==> src/design/acs_pkg.sv <==
/*
 * package for the conversion sequencer: register layout, defaults,
 * input selector codes, timing constants, carrier structs.
 * assumes a 100 mhz clk; nothing else.
 */
package acs_pkg;

    localparam int unsigned CLK_MHZ            = 100;
    localparam int unsigned PWRUP_RESET_US     = 50;
    localparam int unsigned PWRUP_RESET_CYCLES = PWRUP_RESET_US * CLK_MHZ;
    localparam int unsigned CONV_CYCLES_DEF    = 4144;

    // register indices on the plain port
    localparam logic [3:0] ADDR_CFG0   = 4'h0;
    localparam logic [3:0] ADDR_CFG1   = 4'h1;
    localparam logic [3:0] ADDR_CMD    = 4'h2;
    localparam logic [3:0] ADDR_STATUS = 4'h3;
    localparam logic [3:0] ADDR_DATA   = 4'h4;

    // cfg0 fields
    localparam int unsigned CFG0_BURNOUT_BIT = 0;
    localparam int unsigned CFG0_BYPASS_BIT  = 1;
    localparam int unsigned CFG0_GAIN_LSB    = 2;
    localparam int unsigned CFG0_SEL_LSB     = 4;
    // cfg1 fields
    localparam int unsigned CFG1_TEMP_BIT    = 0;
    localparam int unsigned CFG1_CONT_BIT    = 1;
    localparam int unsigned CFG1_SWITCH_BIT  = 2;
    localparam int unsigned CFG1_VREF_LSB    = 3;
    // cmd bits
    localparam int unsigned CMD_START_BIT    = 0;
    localparam int unsigned CMD_SLEEP_BIT    = 1;

    localparam logic [7:0] CFG0_DEFAULT = 8'h00;
    localparam logic [7:0] CFG1_DEFAULT = 8'h00;

    localparam logic [3:0] SEL_REF_MON    = 4'hc;
    localparam logic [3:0] SEL_SUPPLY_MON = 4'hd;
    localparam logic [1:0] VREF_INTERNAL  = 2'h0;
    localparam logic [2:0] GAIN_ONE       = 3'h0;
    localparam int unsigned TEMP_BITS     = 14;
    localparam int unsigned RESULT_BITS   = 24;

    typedef enum logic [1:0] {
        ST_RESET, ST_CONVERT, ST_IDLE, ST_SLEEP
    } acs_state_t;

    // analog control bundle driven to the front end
    typedef struct packed {
        logic       gain_amplifier_bypass;
        logic [2:0] gain_code;
        logic [1:0] vref_sel;
        logic [3:0] input_selector;
        logic       burnout_source_enable;
        logic       temp_sensor_on;
        logic       analog_on;
        logic       bridge_switch_closed;
    } acs_analog_t;

    typedef struct packed {
        acs_state_t        state;
        logic [7:0]        cfg0;
        logic [7:0]        cfg1;
        logic [15:0]       pwr_cnt;
        logic [23:0]       conv_cnt;
        logic              sleep_pending;
        logic              temp_conv;
        logic              switch_closed;
        logic [23:0]       result;
        logic              ready_n;
        logic [23:0]       rdata;
    } acs_state_vec_t;

endpackage : acs_pkg

==> src/design/acs_sequencer.sv <==
/*
 * conversion sequencer: power-up reset, single-shot and continuous
 * conversion, restart on configuration write, bridge switch, burn-out
 * sources, system monitor override, temperature formatting.
 * assumes a modulator that hands back a raw result when conv_done is
 * signalled by this block's own counter, and a host on the plain port.
 */
// Behaviour
// - switch closes on start, opens on sleep
// - single-shot keeps switch closed between conversions
// - enable cleared opens switch; open after reset
// - burn-out enable drives the two burn-out sources
// - monitor codes force bypass and gain one
// - code 1101 measures supply over internal ref
// - code 1100 measures reference over internal ref
// - temperature mode ignores cfg0, internal ref
// - temperature result 14 bits left-justified
// - temperature result is two's complement
// - about 50 us power-up reset first
// - reset loads defaults, single-shot default
// - power-up conversion, then low power, ready low
// - one bit selects single-shot or continuous
// - single-shot converts once per start
// - single-shot idle stops oscillator and analog
// - single-shot config write starts a conversion
// - config write mid-conversion restarts conversion
// - every result is settled, none discarded
// - continuous stores result, restarts at once
// - sleep finishes conversion, keeps config, responsive
// - ready low on new data, high on read
`timescale 1ns/10ps
`default_nettype none
module acs_sequencer #(
    parameter int unsigned PWRUP_CYCLES = acs_pkg::PWRUP_RESET_CYCLES,
    parameter int unsigned CONV_CYCLES  = acs_pkg::CONV_CYCLES_DEF
) (
    input  wire logic               clk,
    input  wire logic               rst,
    input  wire logic [3:0]         addr,
    input  wire logic [7:0]         wdata,
    input  wire logic               wr,
    input  wire logic               rd,
    output logic      [23:0]        rdata,
    input  wire logic [23:0]        raw_result,
    input  wire logic               data_read,
    output logic                    result_ready_n,
    output logic                    host_ready,
    output logic                    conversion_active,
    output acs_pkg::acs_analog_t    analog
);

    acs_pkg::acs_state_vec_t s_reg;
    acs_pkg::acs_state_vec_t s_next;

    ////////////////////////////////////////////////////////////////////
    // helpers

    function automatic logic is_monitor(input logic [3:0] sel);
        is_monitor = (sel == acs_pkg::SEL_REF_MON) ||
                     (sel == acs_pkg::SEL_SUPPLY_MON);
    endfunction : is_monitor

    // left-justify the 14-bit two's complement code; top bit is sign
    function automatic logic [23:0] temp_format(input logic [23:0] raw);
        temp_format = {raw[13:0], 10'h000};
    endfunction : temp_format

    logic cfg_wr;
    logic start_cmd;
    logic sleep_cmd;
    logic conv_done;
    logic cont_mode;
    logic sw_en;
    logic sw_now;

    always_comb begin
        cfg_wr    = wr && (addr == acs_pkg::ADDR_CFG0 ||
                           addr == acs_pkg::ADDR_CFG1);
        start_cmd = wr && addr == acs_pkg::ADDR_CMD &&
                    wdata[acs_pkg::CMD_START_BIT];
        sleep_cmd = wr && addr == acs_pkg::ADDR_CMD &&
                    wdata[acs_pkg::CMD_SLEEP_BIT];
        conv_done = s_reg.state == acs_pkg::ST_CONVERT &&
                    s_reg.conv_cnt == 24'(CONV_CYCLES - 1);
        cont_mode = s_reg.cfg1[acs_pkg::CFG1_CONT_BIT];
        sw_en     = s_reg.cfg1[acs_pkg::CFG1_SWITCH_BIT];
        // switch enable as it will stand after this cycle's write
        sw_now    = (wr && addr == acs_pkg::ADDR_CFG1) ?
                    wdata[acs_pkg::CFG1_SWITCH_BIT] : sw_en;
    end

    ////////////////////////////////////////////////////////////////////
    // next state

    always_comb begin
        s_next = s_reg;
        s_next.rdata = 24'h000000;
        if (s_reg.state != acs_pkg::ST_CONVERT) begin
            s_next.conv_cnt = 24'h000000;
        end else begin
            s_next.conv_cnt = s_reg.conv_cnt + 24'h000001;
        end
        if (s_reg.state != acs_pkg::ST_RESET) begin
            if (wr && addr == acs_pkg::ADDR_CFG0) begin
                s_next.cfg0 = wdata;
            end
            if (wr && addr == acs_pkg::ADDR_CFG1) begin
                s_next.cfg1 = wdata;
            end
        end
        // host read clears the ready flag; completion below wins
        if (data_read || (rd && addr == acs_pkg::ADDR_DATA)) begin
            s_next.ready_n = 1'b1;
        end
        case (s_reg.state)
            acs_pkg::ST_RESET: begin
                s_next.pwr_cnt = s_reg.pwr_cnt + 16'h0001;
                if (s_reg.pwr_cnt == 16'(PWRUP_CYCLES - 1)) begin
                    s_next.state     = acs_pkg::ST_CONVERT;
                    s_next.temp_conv =
                        s_reg.cfg1[acs_pkg::CFG1_TEMP_BIT];
                end
            end
            acs_pkg::ST_CONVERT: begin
                if (sleep_cmd) begin
                    s_next.sleep_pending = 1'b1;
                end
                if (conv_done) begin
                    // single-cycle settling filter: keep every result
                    s_next.result = s_reg.temp_conv ?
                        temp_format(raw_result) : raw_result;
                    s_next.ready_n  = 1'b0;
                    s_next.conv_cnt = 24'h000000;
                    if (s_reg.sleep_pending || sleep_cmd) begin
                        s_next.state         = acs_pkg::ST_SLEEP;
                        s_next.sleep_pending = 1'b0;
                        s_next.switch_closed = 1'b0;
                    end else if (cont_mode) begin
                        s_next.state = acs_pkg::ST_CONVERT;
                    end else begin
                        s_next.state = acs_pkg::ST_IDLE;
                    end
                end
                if (cfg_wr) begin
                    s_next.state     = acs_pkg::ST_CONVERT;
                    s_next.conv_cnt  = 24'h000000;
                    s_next.cfg1      = (addr == acs_pkg::ADDR_CFG1) ?
                                       wdata : s_reg.cfg1;
                end
                if (start_cmd && !conv_done) begin
                    s_next.conv_cnt = 24'h000000;
                end
            end
            acs_pkg::ST_IDLE, acs_pkg::ST_SLEEP: begin
                if (start_cmd || cfg_wr) begin
                    s_next.state = acs_pkg::ST_CONVERT;
                end
                if (sleep_cmd && !start_cmd && !cfg_wr) begin
                    s_next.state         = acs_pkg::ST_SLEEP;
                    s_next.switch_closed = 1'b0;
                end
            end
            default: begin
                s_next.state = acs_pkg::ST_RESET;
            end
        endcase
        // latch temperature mode at every conversion start
        if (s_next.state == acs_pkg::ST_CONVERT &&
            (s_reg.state != acs_pkg::ST_CONVERT || cfg_wr ||
             conv_done)) begin
            s_next.temp_conv = (wr && addr == acs_pkg::ADDR_CFG1) ?
                wdata[acs_pkg::CFG1_TEMP_BIT] :
                s_reg.cfg1[acs_pkg::CFG1_TEMP_BIT];
        end
        // a config write starts a conversion just as start does
        if ((start_cmd || (cfg_wr && s_reg.state != acs_pkg::ST_RESET)) &&
            sw_now) begin
            s_next.switch_closed = 1'b1;
        end
        if (wr && addr == acs_pkg::ADDR_CFG1 &&
            !wdata[acs_pkg::CFG1_SWITCH_BIT]) begin
            s_next.switch_closed = 1'b0;
        end
        if (rd) begin
            case (addr)
                acs_pkg::ADDR_CFG0:   s_next.rdata = {16'h0000, s_reg.cfg0};
                acs_pkg::ADDR_CFG1:   s_next.rdata = {16'h0000, s_reg.cfg1};
                acs_pkg::ADDR_STATUS: s_next.rdata =
                    {21'h000000, s_reg.ready_n, s_reg.state};
                acs_pkg::ADDR_DATA:   s_next.rdata = s_reg.result;
                default:              s_next.rdata = 24'h000000;
            endcase
        end
    end

    ////////////////////////////////////////////////////////////////////
    // state register

    always_ff @(posedge clk or posedge rst) begin
        if (rst) begin
            s_reg.state         <= acs_pkg::ST_RESET;
            s_reg.cfg0          <= acs_pkg::CFG0_DEFAULT;
            s_reg.cfg1          <= acs_pkg::CFG1_DEFAULT;
            s_reg.pwr_cnt       <= 16'h0000;
            s_reg.conv_cnt      <= 24'h000000;
            s_reg.sleep_pending <= 1'b0;
            s_reg.temp_conv     <= 1'b0;
            s_reg.switch_closed <= 1'b0;
            s_reg.result        <= 24'h000000;
            s_reg.ready_n       <= 1'b1;
            s_reg.rdata         <= 24'h000000;
        end else begin
            s_reg <= s_next;
        end
    end

    ////////////////////////////////////////////////////////////////////
    // outputs

    logic       temp_on;
    logic       mon_on;
    logic [3:0] sel;

    always_comb begin
        temp_on = s_reg.cfg1[acs_pkg::CFG1_TEMP_BIT];
        sel     = s_reg.cfg0[acs_pkg::CFG0_SEL_LSB +: 4];
        mon_on  = !temp_on && is_monitor(sel);
        // temperature mode ignores the whole first register
        analog.input_selector        = temp_on ? 4'h0 : sel;
        analog.burnout_source_enable = !temp_on &&
            s_reg.cfg0[acs_pkg::CFG0_BURNOUT_BIT];
        analog.gain_amplifier_bypass = temp_on ? 1'b0 :
            (mon_on || s_reg.cfg0[acs_pkg::CFG0_BYPASS_BIT]);
        analog.gain_code = (temp_on || mon_on) ? acs_pkg::GAIN_ONE :
            s_reg.cfg0[acs_pkg::CFG0_GAIN_LSB +: 3];
        // both monitor codes and temperature use the internal ref
        analog.vref_sel = (temp_on || mon_on) ? acs_pkg::VREF_INTERNAL :
            s_reg.cfg1[acs_pkg::CFG1_VREF_LSB +: 2];
        analog.temp_sensor_on = temp_on;
        // oscillator and analog off outside conversions
        analog.analog_on = s_reg.state == acs_pkg::ST_CONVERT;
        analog.bridge_switch_closed = s_reg.switch_closed && sw_en;
        result_ready_n    = s_reg.ready_n;
        host_ready        = s_reg.state != acs_pkg::ST_RESET;
        conversion_active = s_reg.state == acs_pkg::ST_CONVERT;
        rdata             = s_reg.rdata;
    end

    ////////////////////////////////////////////////////////////////////
    // checks

    property p_switch_close;
        @(posedge clk) disable iff (rst)
        (start_cmd && sw_en && !(wr && addr == acs_pkg::ADDR_CFG1))
            |=> analog.bridge_switch_closed;
    endproperty
    a_switch_close: assert property (p_switch_close)
        else $error("switch not closed after start");

    property p_switch_open;
        @(posedge clk) disable iff (rst)
        (wr && addr == acs_pkg::ADDR_CFG1 &&
         !wdata[acs_pkg::CFG1_SWITCH_BIT]) |=> !analog.bridge_switch_closed;
    endproperty
    a_switch_open: assert property (p_switch_open)
        else $error("switch not opened by enable clear");

    property p_idle_switch;
        @(posedge clk) disable iff (rst)
        (s_reg.state == acs_pkg::ST_IDLE && $past(s_reg.state) ==
         acs_pkg::ST_IDLE && $past(analog.bridge_switch_closed) && sw_en &&
         !sleep_cmd) |-> analog.bridge_switch_closed;
    endproperty
    a_idle_switch: assert property (p_idle_switch)
        else $error("switch dropped while idle");

    property p_monitor_gain;
        @(posedge clk) disable iff (rst)
        mon_on |-> (analog.gain_code == acs_pkg::GAIN_ONE &&
                    analog.gain_amplifier_bypass &&
                    analog.vref_sel == acs_pkg::VREF_INTERNAL);
    endproperty
    a_monitor_gain: assert property (p_monitor_gain)
        else $error("monitor override missing");

    property p_done_ready;
        @(posedge clk) disable iff (rst)
        (conv_done && !cfg_wr && !data_read && !rd) |=> !result_ready_n;
    endproperty
    a_done_ready: assert property (p_done_ready)
        else $error("ready not asserted on completion");

    property p_cfg_restart;
        @(posedge clk) disable iff (rst)
        (cfg_wr && s_reg.state != acs_pkg::ST_RESET) |=>
            (conversion_active && s_reg.conv_cnt == 24'h000000);
    endproperty
    a_cfg_restart: assert property (p_cfg_restart)
        else $error("config write did not restart");

    property p_single_idle;
        @(posedge clk) disable iff (rst)
        (conv_done && !cont_mode && !cfg_wr && !sleep_cmd &&
         !s_reg.sleep_pending) |=> (s_reg.state == acs_pkg::ST_IDLE &&
                                    !analog.analog_on);
    endproperty
    a_single_idle: assert property (p_single_idle)
        else $error("single-shot did not stop");

    property p_cont_next;
        @(posedge clk) disable iff (rst)
        (conv_done && cont_mode && !sleep_cmd && !s_reg.sleep_pending)
            |=> conversion_active;
    endproperty
    a_cont_next: assert property (p_cont_next)
        else $error("continuous mode stopped");

    property p_read_clear;
        @(posedge clk) disable iff (rst)
        (data_read && !conv_done) |=> result_ready_n;
    endproperty
    a_read_clear: assert property (p_read_clear)
        else $error("ready not released by read");

    property p_powerup_hold;
        @(posedge clk) disable iff (rst)
        (s_reg.state == acs_pkg::ST_RESET &&
         s_reg.pwr_cnt != 16'(PWRUP_CYCLES - 1)) |=> !host_ready;
    endproperty
    a_powerup_hold: assert property (p_powerup_hold)
        else $error("host port opened before power-up count");

    property p_powerup_conv;
        @(posedge clk) disable iff (rst)
        (s_reg.state == acs_pkg::ST_RESET &&
         s_reg.pwr_cnt == 16'(PWRUP_CYCLES - 1)) |=> conversion_active;
    endproperty
    a_powerup_conv: assert property (p_powerup_conv)
        else $error("no conversion after power-up");

    property p_temp_word;
        @(posedge clk) disable iff (rst)
        (conv_done && s_reg.temp_conv) |=>
            (s_reg.result == ($past(raw_result) << 10));
    endproperty
    a_temp_word: assert property (p_temp_word)
        else $error("temperature word not left-justified");

    property p_raw_word;
        @(posedge clk) disable iff (rst)
        (conv_done && !s_reg.temp_conv) |=>
            (s_reg.result == $past(raw_result));
    endproperty
    a_raw_word: assert property (p_raw_word)
        else $error("finished result not stored");

    property p_sleep_finish;
        @(posedge clk) disable iff (rst)
        (conversion_active && sleep_cmd && !conv_done) |=>
            (conversion_active && s_reg.sleep_pending);
    endproperty
    a_sleep_finish: assert property (p_sleep_finish)
        else $error("sleep cut the conversion short");

    property p_temp_ignore;
        @(posedge clk) disable iff (rst)
        analog.temp_sensor_on |-> (!analog.burnout_source_enable &&
            analog.input_selector == 4'h0 &&
            analog.vref_sel == acs_pkg::VREF_INTERNAL);
    endproperty
    a_temp_ignore: assert property (p_temp_ignore)
        else $error("temperature mode used first register");

    property p_data_read_clear;
        @(posedge clk) disable iff (rst)
        (rd && addr == acs_pkg::ADDR_DATA && !conv_done) |=> result_ready_n;
    endproperty
    a_data_read_clear: assert property (p_data_read_clear)
        else $error("ready not released by data read");

endmodule : acs_sequencer
`default_nettype wire

==> config.mk <==
export PLATFORM = sky130hd
export DESIGN_NAME = acs_sequencer
export DESIGN_NICKNAME = d
export VERILOG_FILES = /design/src/design/acs_pkg.sv /design/src/design/acs_sequencer.sv
export SDC_FILE = /design/constraint.sdc
export NUM_CORES = 1
export LEC_CHECK = 0
export BUFFER_PORTS_ARGS = -buffer_cell sky130_fd_sc_hd__buf_2
export CELL_PAD_IN_SITES_DETAIL_PLACEMENT = 1
export CELL_PAD_IN_SITES_GLOBAL_PLACEMENT = 1
export CORE_AREA = 5 5 111 113
export DETAILED_ROUTE_END_ITERATION = 12
export DIE_AREA = 0 0 116 118
export PLACE_DENSITY = 0.83
export SETUP_SLACK_MARGIN = 0.3
export SLEW_MARGIN = 20
export SYNTH_ARGS = -nofsm -noshare
export SYNTH_HDL_FRONTEND = slang
export SYNTH_SLANG_ARGS = --single-unit
==> constraint.sdc <==
create_clock -name clk -period 8.2 [get_ports clk]
set_clock_uncertainty 0.15 [all_clocks]
set_input_delay 2.46 -clock clk [delete_from_list [all_inputs] [get_ports clk]]
set_output_delay 2.46 -clock clk [all_outputs]
set_load 0.01 [all_outputs]
Yosys cells after proc, flatten, opt, wreduce, memory -nomap -nowiden
Index checks and enable logic that the tools add are counted.

Flip-flop bits (word level): 110. Output and inout bits: 41. Logic and storage cells: 114.

Add/subtract/negate cells: 2. Eq/ne operators: 17. Mux-type cells: 40. Reduce and logical (&&, ||, !) cells: 44.

Operator list (number): 24-bit two-way mux (5); 24-bit one-hot mux with 4 select lines (1); 25-bit two-way mux (2); 8-bit two-way mux (5); 26-bit two-way mux (1); 24-bit by 1-bit adder with 24-bit output (second input constant) (1); 24-bit by 13-bit == test with 1-bit output (second input constant) (1); 1-bit logical AND (18); 16-bit by 1-bit adder with 16-bit output (second input constant) (1); 16-bit by 13-bit == test with 1-bit output (second input constant) (1); 2-bit two-way mux (8); 1-bit two-way mux (14); 1-bit logical OR (10); 4-bit by 2-bit == test with 1-bit output (second input constant) (2); 4-bit == test (second input constant) (2); 4-bit by 1-bit inequality test with 1-bit output (second input constant) (2); 2-bit one-hot mux with 3 select lines (1); 2-bit AND reduction (3); 2-bit nonzero test (3); 1-bit zero test (5); 2-bit by 1-bit == test with 1-bit output (second input constant) (2); 2-bit == test (second input constant) (2); 4-bit by 1-bit == test with 1-bit output (second input constant) (1); 4-bit by 3-bit == test with 1-bit output (second input constant) (1); other kinds (11) (11).

Longest topological paths before layout
Gate-level depths: netlist of the first run.

Depth after elaboration: 12. Depth in mapped cells: 8. Depth with buffers taken out: 7.

Worst setup path after synthesis of the first run
Ideal clock, no wire load.

Kind: in2reg. From: input addr[3]. To: register s_reg[100] in the netlist's numbering. Arrival time: 3949 ps. Required time: 7925 ps. Setup slack: 3976 ps. Cell stages on the path: 4. Buffers on the path: 1. Cells stage by stage: or3b_2 > clkbuf_1 > nor4_2 > mux2_2.

Word-level cells in the longest chain between the ends: 3.

Ends and longest elaborated chain: from (decl) (line acs_sequencer.sv:39) `input wire logic [3:0] addr,`; 4-bit zero test (line acs_sequencer.sv:104) `if (wr && addr == acs_pkg::ADDR_CFG0) begin`; 1-bit logical AND (line acs_sequencer.sv:104); 2-bit AND reduction (no source line); to (signal assigned) (line acs_sequencer.sv:213) `s_reg <= s_next;`; to (decl) (line acs_sequencer.sv:52) `acs_pkg::acs_state_vec_t s_reg;`.

No other way between the ends. A chain may end at the register's enable or synchronous reset.

==> out/results.txt, run 1 <==
Final Max Tran Viols: 0
Critical path required time: 8.24 ns
CP startpoint kind: input pin
Max-cap violations: 0
Vias/cell: 5.57
Num CTS Buffers: 9
GP Congestion: 0.814
Area added between synthesis and finish: 12.2%
Clk root buf: clkbuf_16
CTS Buffer Depth: 2
Post-synth top area cell: dfrtp_1
# clock sinks: 110
CTS tree: built
Yosys cell types: 48
Arrival time of the worst setup path: 4.28 ns
EDFF count, synth: 0
Max reg flops: 83
Mapped cell area: 0.00521 mm2
Pwr Total: 1.26 mW
Vias in the first global route: 4143
Sum Neg Setup Slack: 0 ns
GRT overflow: 0
Synth top area cells: dfrtp_1 52%, mux2_2 5.2%, nand2_1 4.1%
Nets: 588
Family with the most delay on the worst path: simple AND/OR/NAND/NOR gates
Ys Warns: 0
Worst path bufs/invs: 1
Die X: 116 um
I/O pin cnt: 82
Tmin final: 4.24 ns
Most common cell after layout, fill and taps aside: dfrtp_1
Hpwl dp: 9.02 mm
Critical Path End Type: flop
Crit Path Max Fanout: 23
Clock slew at reported path FFs: 0.07 ns
Post-CTS Setup Bufs: 0
Syn_nets: 539
Detailed-route wire length per cell: 18.4 um
Asr flop ratio synth: 100%
Outcome: complete, no violations
Top cell type's share of synthesized area: 52.4%
Cell row count: 39
Initial Util: 46.4%
Port Buffers: 81
Setup Viol. Count Final: 0
GRT Total Usage: 19.5%
Post-synthesis sequential area ratio: 52.9%
Antenna violations before repair: 1
Synth Instances: 496
Vias: 3863
Static leakage: 2.83 nW
Max VDD drop: 0.0977 mV
Syn avg cell area: 10.5 um2
Slew HR: 34.0%
Post-CTS Hold Buffers: 0
Die area: 0.0137 mm2
RSZ-0062 raised after global routing: false
Worst hold path type: flop to flop
CP max stage cell: nand2_1
Clock latency on the worst-skew pair: 0.35 ns
First-pass GRT wire length: 21.1 mm
Max Fclk: 236 MHz
Most frequent cells in the layout: 108 x dfrtp_1, 81 x buf_2, 57 x nand2_1
Final hold viol count: 0
Initial DRC count: 155
Htree depth: 3
Routed Antenna Nets: 0
Layout cells sized above 1: 24.4%
Largest net degree at the start of global routing: 78
Least-Margin Pin Slew: 0.982 ns
Router iterations before antenna repair: 6
Worst setup path class: input pin to flop
CP max stage delay: 0.58 ns
Final period util: 51.7%
Power per cell area: 215 mW/mm2
Post-CTS resize count: 0
Top_reg_cell synth: dfrtp_1
CORE AREA: 0.0112 mm2
Final WL: 12.8 mm
FF+latch count, synth: 110
Remaining DRCs: 0
Crit-path cells: buf_2 -> or3b_2 -> o21ai_0 -> a21oi_1 -> nand2_1 -> nor2_1
Die Height: 118 um
kinds of logic (layout without fill, tap and decap cells):
kind of cell,Yosys count,count (layout),synth area share [%]
xor+xnor,34,34,5.72
flops,110,110,52.9
compound gates,45,45,5.31
buf+inv,54,108,6.17
simple gates,209,209,20.8
mux,42,42,8.65
fa+ha+maj,2,2,0.480
other cells,0,1,0
synth_stat cells (4+ instances only):
| cell type | number |
|---|---|
| o21ai_0 | 17 |
| mux2_2 | 24 |
| nor2_1 | 48 |
| or3_1 | 4 |
| buf_2 | 5 |
| nand3b_1 | 10 |
| dfrtp_1 | 109 |
| nor3b_1 | 5 |
| and3_1 | 21 |
| mux2i_1 | 18 |
| nand3_1 | 15 |
| and2_1 | 6 |
| clkbuf_1 | 12 |
| inv_1 | 9 |
| nand2_1 | 57 |
| a21oi_1 | 9 |
| xor2_1 | 15 |
| a22oi_1 | 5 |
| nand4_1 | 10 |
| buf_4 | 26 |
| xnor2_1 | 19 |
| nor2b_1 | 7 |
| nor3_1 | 5 |
final cells by class:
class                   count  area [um2]
fillers                  1284        5380
flip-flops and latches    110        2760
multi-input cells         332        2140
repair buffers             83         420
clock buffers              12         256
well taps                 143         179
clock inverters             4        55.1
inverters                   9        36.3
diodes                      1        2.50
metal layers:
| layer | part of all wire (%) | global-route usage (%) | up-vias |
|---|---|---|---|
| li1 | - | - | 1781 |
| met1 | 41 | 24.2 | 1970 |
| met2 | 52 | 33.2 | 90 |
| met3 | 4.8 | 3.44 | 22 |
| met4 | 2.2 | 7.76 | 0 |
| met5 | 0 | 0 | - |
worst reg2reg max path: cells and delay by family, from the launching register on:
family | cells | cell delay, ns
simple gates | 3 | 1.61
compound gates | 3 | 0.48
flops | 1 | 0.43
path summary, 6_finish.rpt:
| kind | start | to | slack [ns] | depth (start not counted) |
|---|---|---|---|---|
| min reg2reg | s_reg[37] | s_reg[37] | 0.33 | 2 |
| max reg2reg | s_reg[68] | s_reg[49] | 5.42 | 6 |
| max | addr[3] | s_reg[75] | 3.96 | 6 |
| max in group asynchronous | rst | s_reg[50] | 4.54 | 3 |
| min | s_reg[37] | s_reg[37] | 0.33 | 2 |
| min in group asynchronous | rst | analog[2] | 1.96 | 2 |
where the power goes:
part	switching, mW	leakage, nW	internal [mW]	total (mW)
sequential	0.0536	1.36	0.581	0.635
combinational	0.0835	1.32	0.0904	0.174
clock	0.196	0.149	0.255	0.451
total	0.333	2.83	0.926	1.26
per-stage QoR:
stage | cell area [um2] | hold slack (ns) | setup slack [ns] | instances | util (%)
final | 5850 | 0.328 | 3.96 | 694 | 52.1
after global routing | 5850 | 0.354 | 3.81 | 694 | 52.1
after CTS | 5840 | 0.330 | 3.96 | 693 | 52.1
after detailed placement | 5530 | 0.308 | 3.62 | 677 | 49.3
after global placement | 5530 | 0.301 | 3.68 | 677 | 49.3
after floorplan | 5210 | 0.280 | 2.69 | 496 | -
Power figures use the tool's default switching activity.
==> inputs of run 2 (changes only) <==
CORE_AREA = 5 5 115 117   (was 5 5 111 113)
DIE_AREA = 0 0 120 122   (was 0 0 116 118)
PLACE_DENSITY = 0.77   (was 0.83)
clock period = 4.4 ns   (was 8.2 ns; I/O delays follow)
==> run 2 against run 1 <==
Net effect:
- global-route usage shrank 1.3 points
- critical endpoint is now s_reg[102]
- register-to-register slack worse by 3.8 ns
- clock-buffer cell count is 3 lower
- wire length rose by 1.8%
- core utilization is 4.5 points lower
==> out/results.txt, run 2 (synthesized netlist as in run 1, its figures left out) <==
Hpwl dp: 8.82 mm
Clock latency on the worst-skew pair: 0.34 ns
Antenna violations before repair: 0
Die Height: 122 um
GP Congestion: 0.818
Post-route cell area: 0.00583 mm2
CORE AREA: 0.0123 mm2
Post-CTS resize count: 0
CTS tree: built
CP max stage cell: nor4_2
Router iterations before antenna repair: 4
Clk root buf: clkbuf_16
Largest net degree at the start of global routing: 111
Num CTS Buffers: 9
Htree depth: 3
Post-CTS Setup Bufs: 0
First-pass GRT wire length: 21.1 mm
Initial DRC count: 286
Critical path required time: 4.48 ns
Cells after DPL: 684
# clock sinks: 110
CTS Buffer Depth: 2
Final WL: 13.0 mm
Worst setup path class: input pin to flop
Max-cap violations: 0
Crit Path Max Fanout: 8
Placed cell areas: 0.00555 mm2
Pwr Total: 2.29 mW
CP startpoint kind: input pin
Setup Viol. Count Final: 0
Critical Path End Type: flop
Cell row count: 41
Sum Neg Setup Slack: 0 ns
Most common cell after layout, fill and taps aside: dfrtp_1
Power per cell area: 393 mW/mm2
CP max stage delay: 0.81 ns
Slew HR: 28.3%
Fin cells: 700
RSZ-0062 raised after global routing: false
Tmin final: 3.18 ns
Initial Util: 42.5%
Max Fclk: 315 MHz
Vias/cell: 5.41
# diodes: 0
Port Buffers: 81
Vias: 3787
Nets: 588
Die area: 0.0146 mm2
Die X: 120 um
Area added between synthesis and finish: 12.0%
Max reg flops: 83
I/O pin cnt: 82
Final Max Tran Viols: 0
Least-Margin Pin Slew: 1.08 ns
Layout cells sized above 1: 24.4%
Worst hold path type: flop to flop
Clock slew at reported path FFs: 0.07 ns
Outcome: complete, no violations
Vias in the first global route: 4104
Max VDD drop: 0.176 mV
Final hold viol count: 0
Arrival time of the worst setup path: 3.25 ns
Static leakage: 2.81 nW
Detailed-route wire length per cell: 18.6 um
Crit-path cells: buf_2 -> or3b_2 -> nor4_2 -> mux2_2
GRT Total Usage: 18.2%
Routed Antenna Nets: 0
Post-CTS Hold Buffers: 0
Remaining DRCs: 0
GRT overflow: 0
Most frequent cells in the layout: 109 x dfrtp_1, 81 x buf_2, 57 x nand2_1
Final period util: 72.2%
==> run 2: cell types whose count changed in the layout (fill, tap and decap cells not counted), sizes merged <==
cell,before,now
clkbuf,12,9
clkinvlp,1,3
inv,9,11
bufinv,1,0
diode,1,0
==> run 2: routing by layer <==
layer	GRT usage (%)	vias up	routed length, um
met5	0	-	0
met4	5.94	0	216
met3	3.95	17	573
met2	32.2	86	6740
met1	22.2	1914	5460
li1	-	1770	-
==> run 2: final timing paths <==
path / from / endpoint / slack [ns] / cells past startpoint
max: addr[3] / s_reg[102] / 1.22 / 4
min: s_reg[78] / s_reg[78] / 0.32 / 1
max reg2reg: s_reg[72] / s_reg[49] / 1.64 / 6
min reg2reg: s_reg[78] / s_reg[78] / 0.32 / 1
max in group asynchronous: rst / cont_mode / 2.69 / 3
min in group asynchronous: rst / s_reg[59] / 1.00 / 3
==> run 2: area by class of cell <==
cell class	count	area, um2
Inverter	9	37.5
Clock buffer	9	225
Sequential cell	110	2750
Clock inverter	7	55.1
Multi-Input combinational cell	332	2140
Timing Repair Buffer	83	433
Tap cell	150	188
Fill cell	1407	6430
==> run 2: power breakdown <==
group / internal [mW] / leakage, nW / switching (mW)
clock: 0.391 / 0.133 / 0.382
sequential: 1.08 / 1.36 / 0.102
combinational: 0.173 / 1.32 / 0.162
==> run 2: metrics by stage <==
stage	utilization, %	worst slack [ns]	hold WS (ns)
detailed placement	45.3	0.905	0.318
global route	47.6	1.06	0.353
floorplan	-	1.32	0.280
CTS	47.6	1.22	0.328
finish	47.6	1.22	0.317
global placement	45.3	1.01	0.297
==> run 2: worst max-delay path, delay by kind of cell <==
family | cells | cell delay, ns
and+or+nand+nor | 2 | 1.36
buffers and inverters | 1 | 0.14
muxes | 1 | 0.43
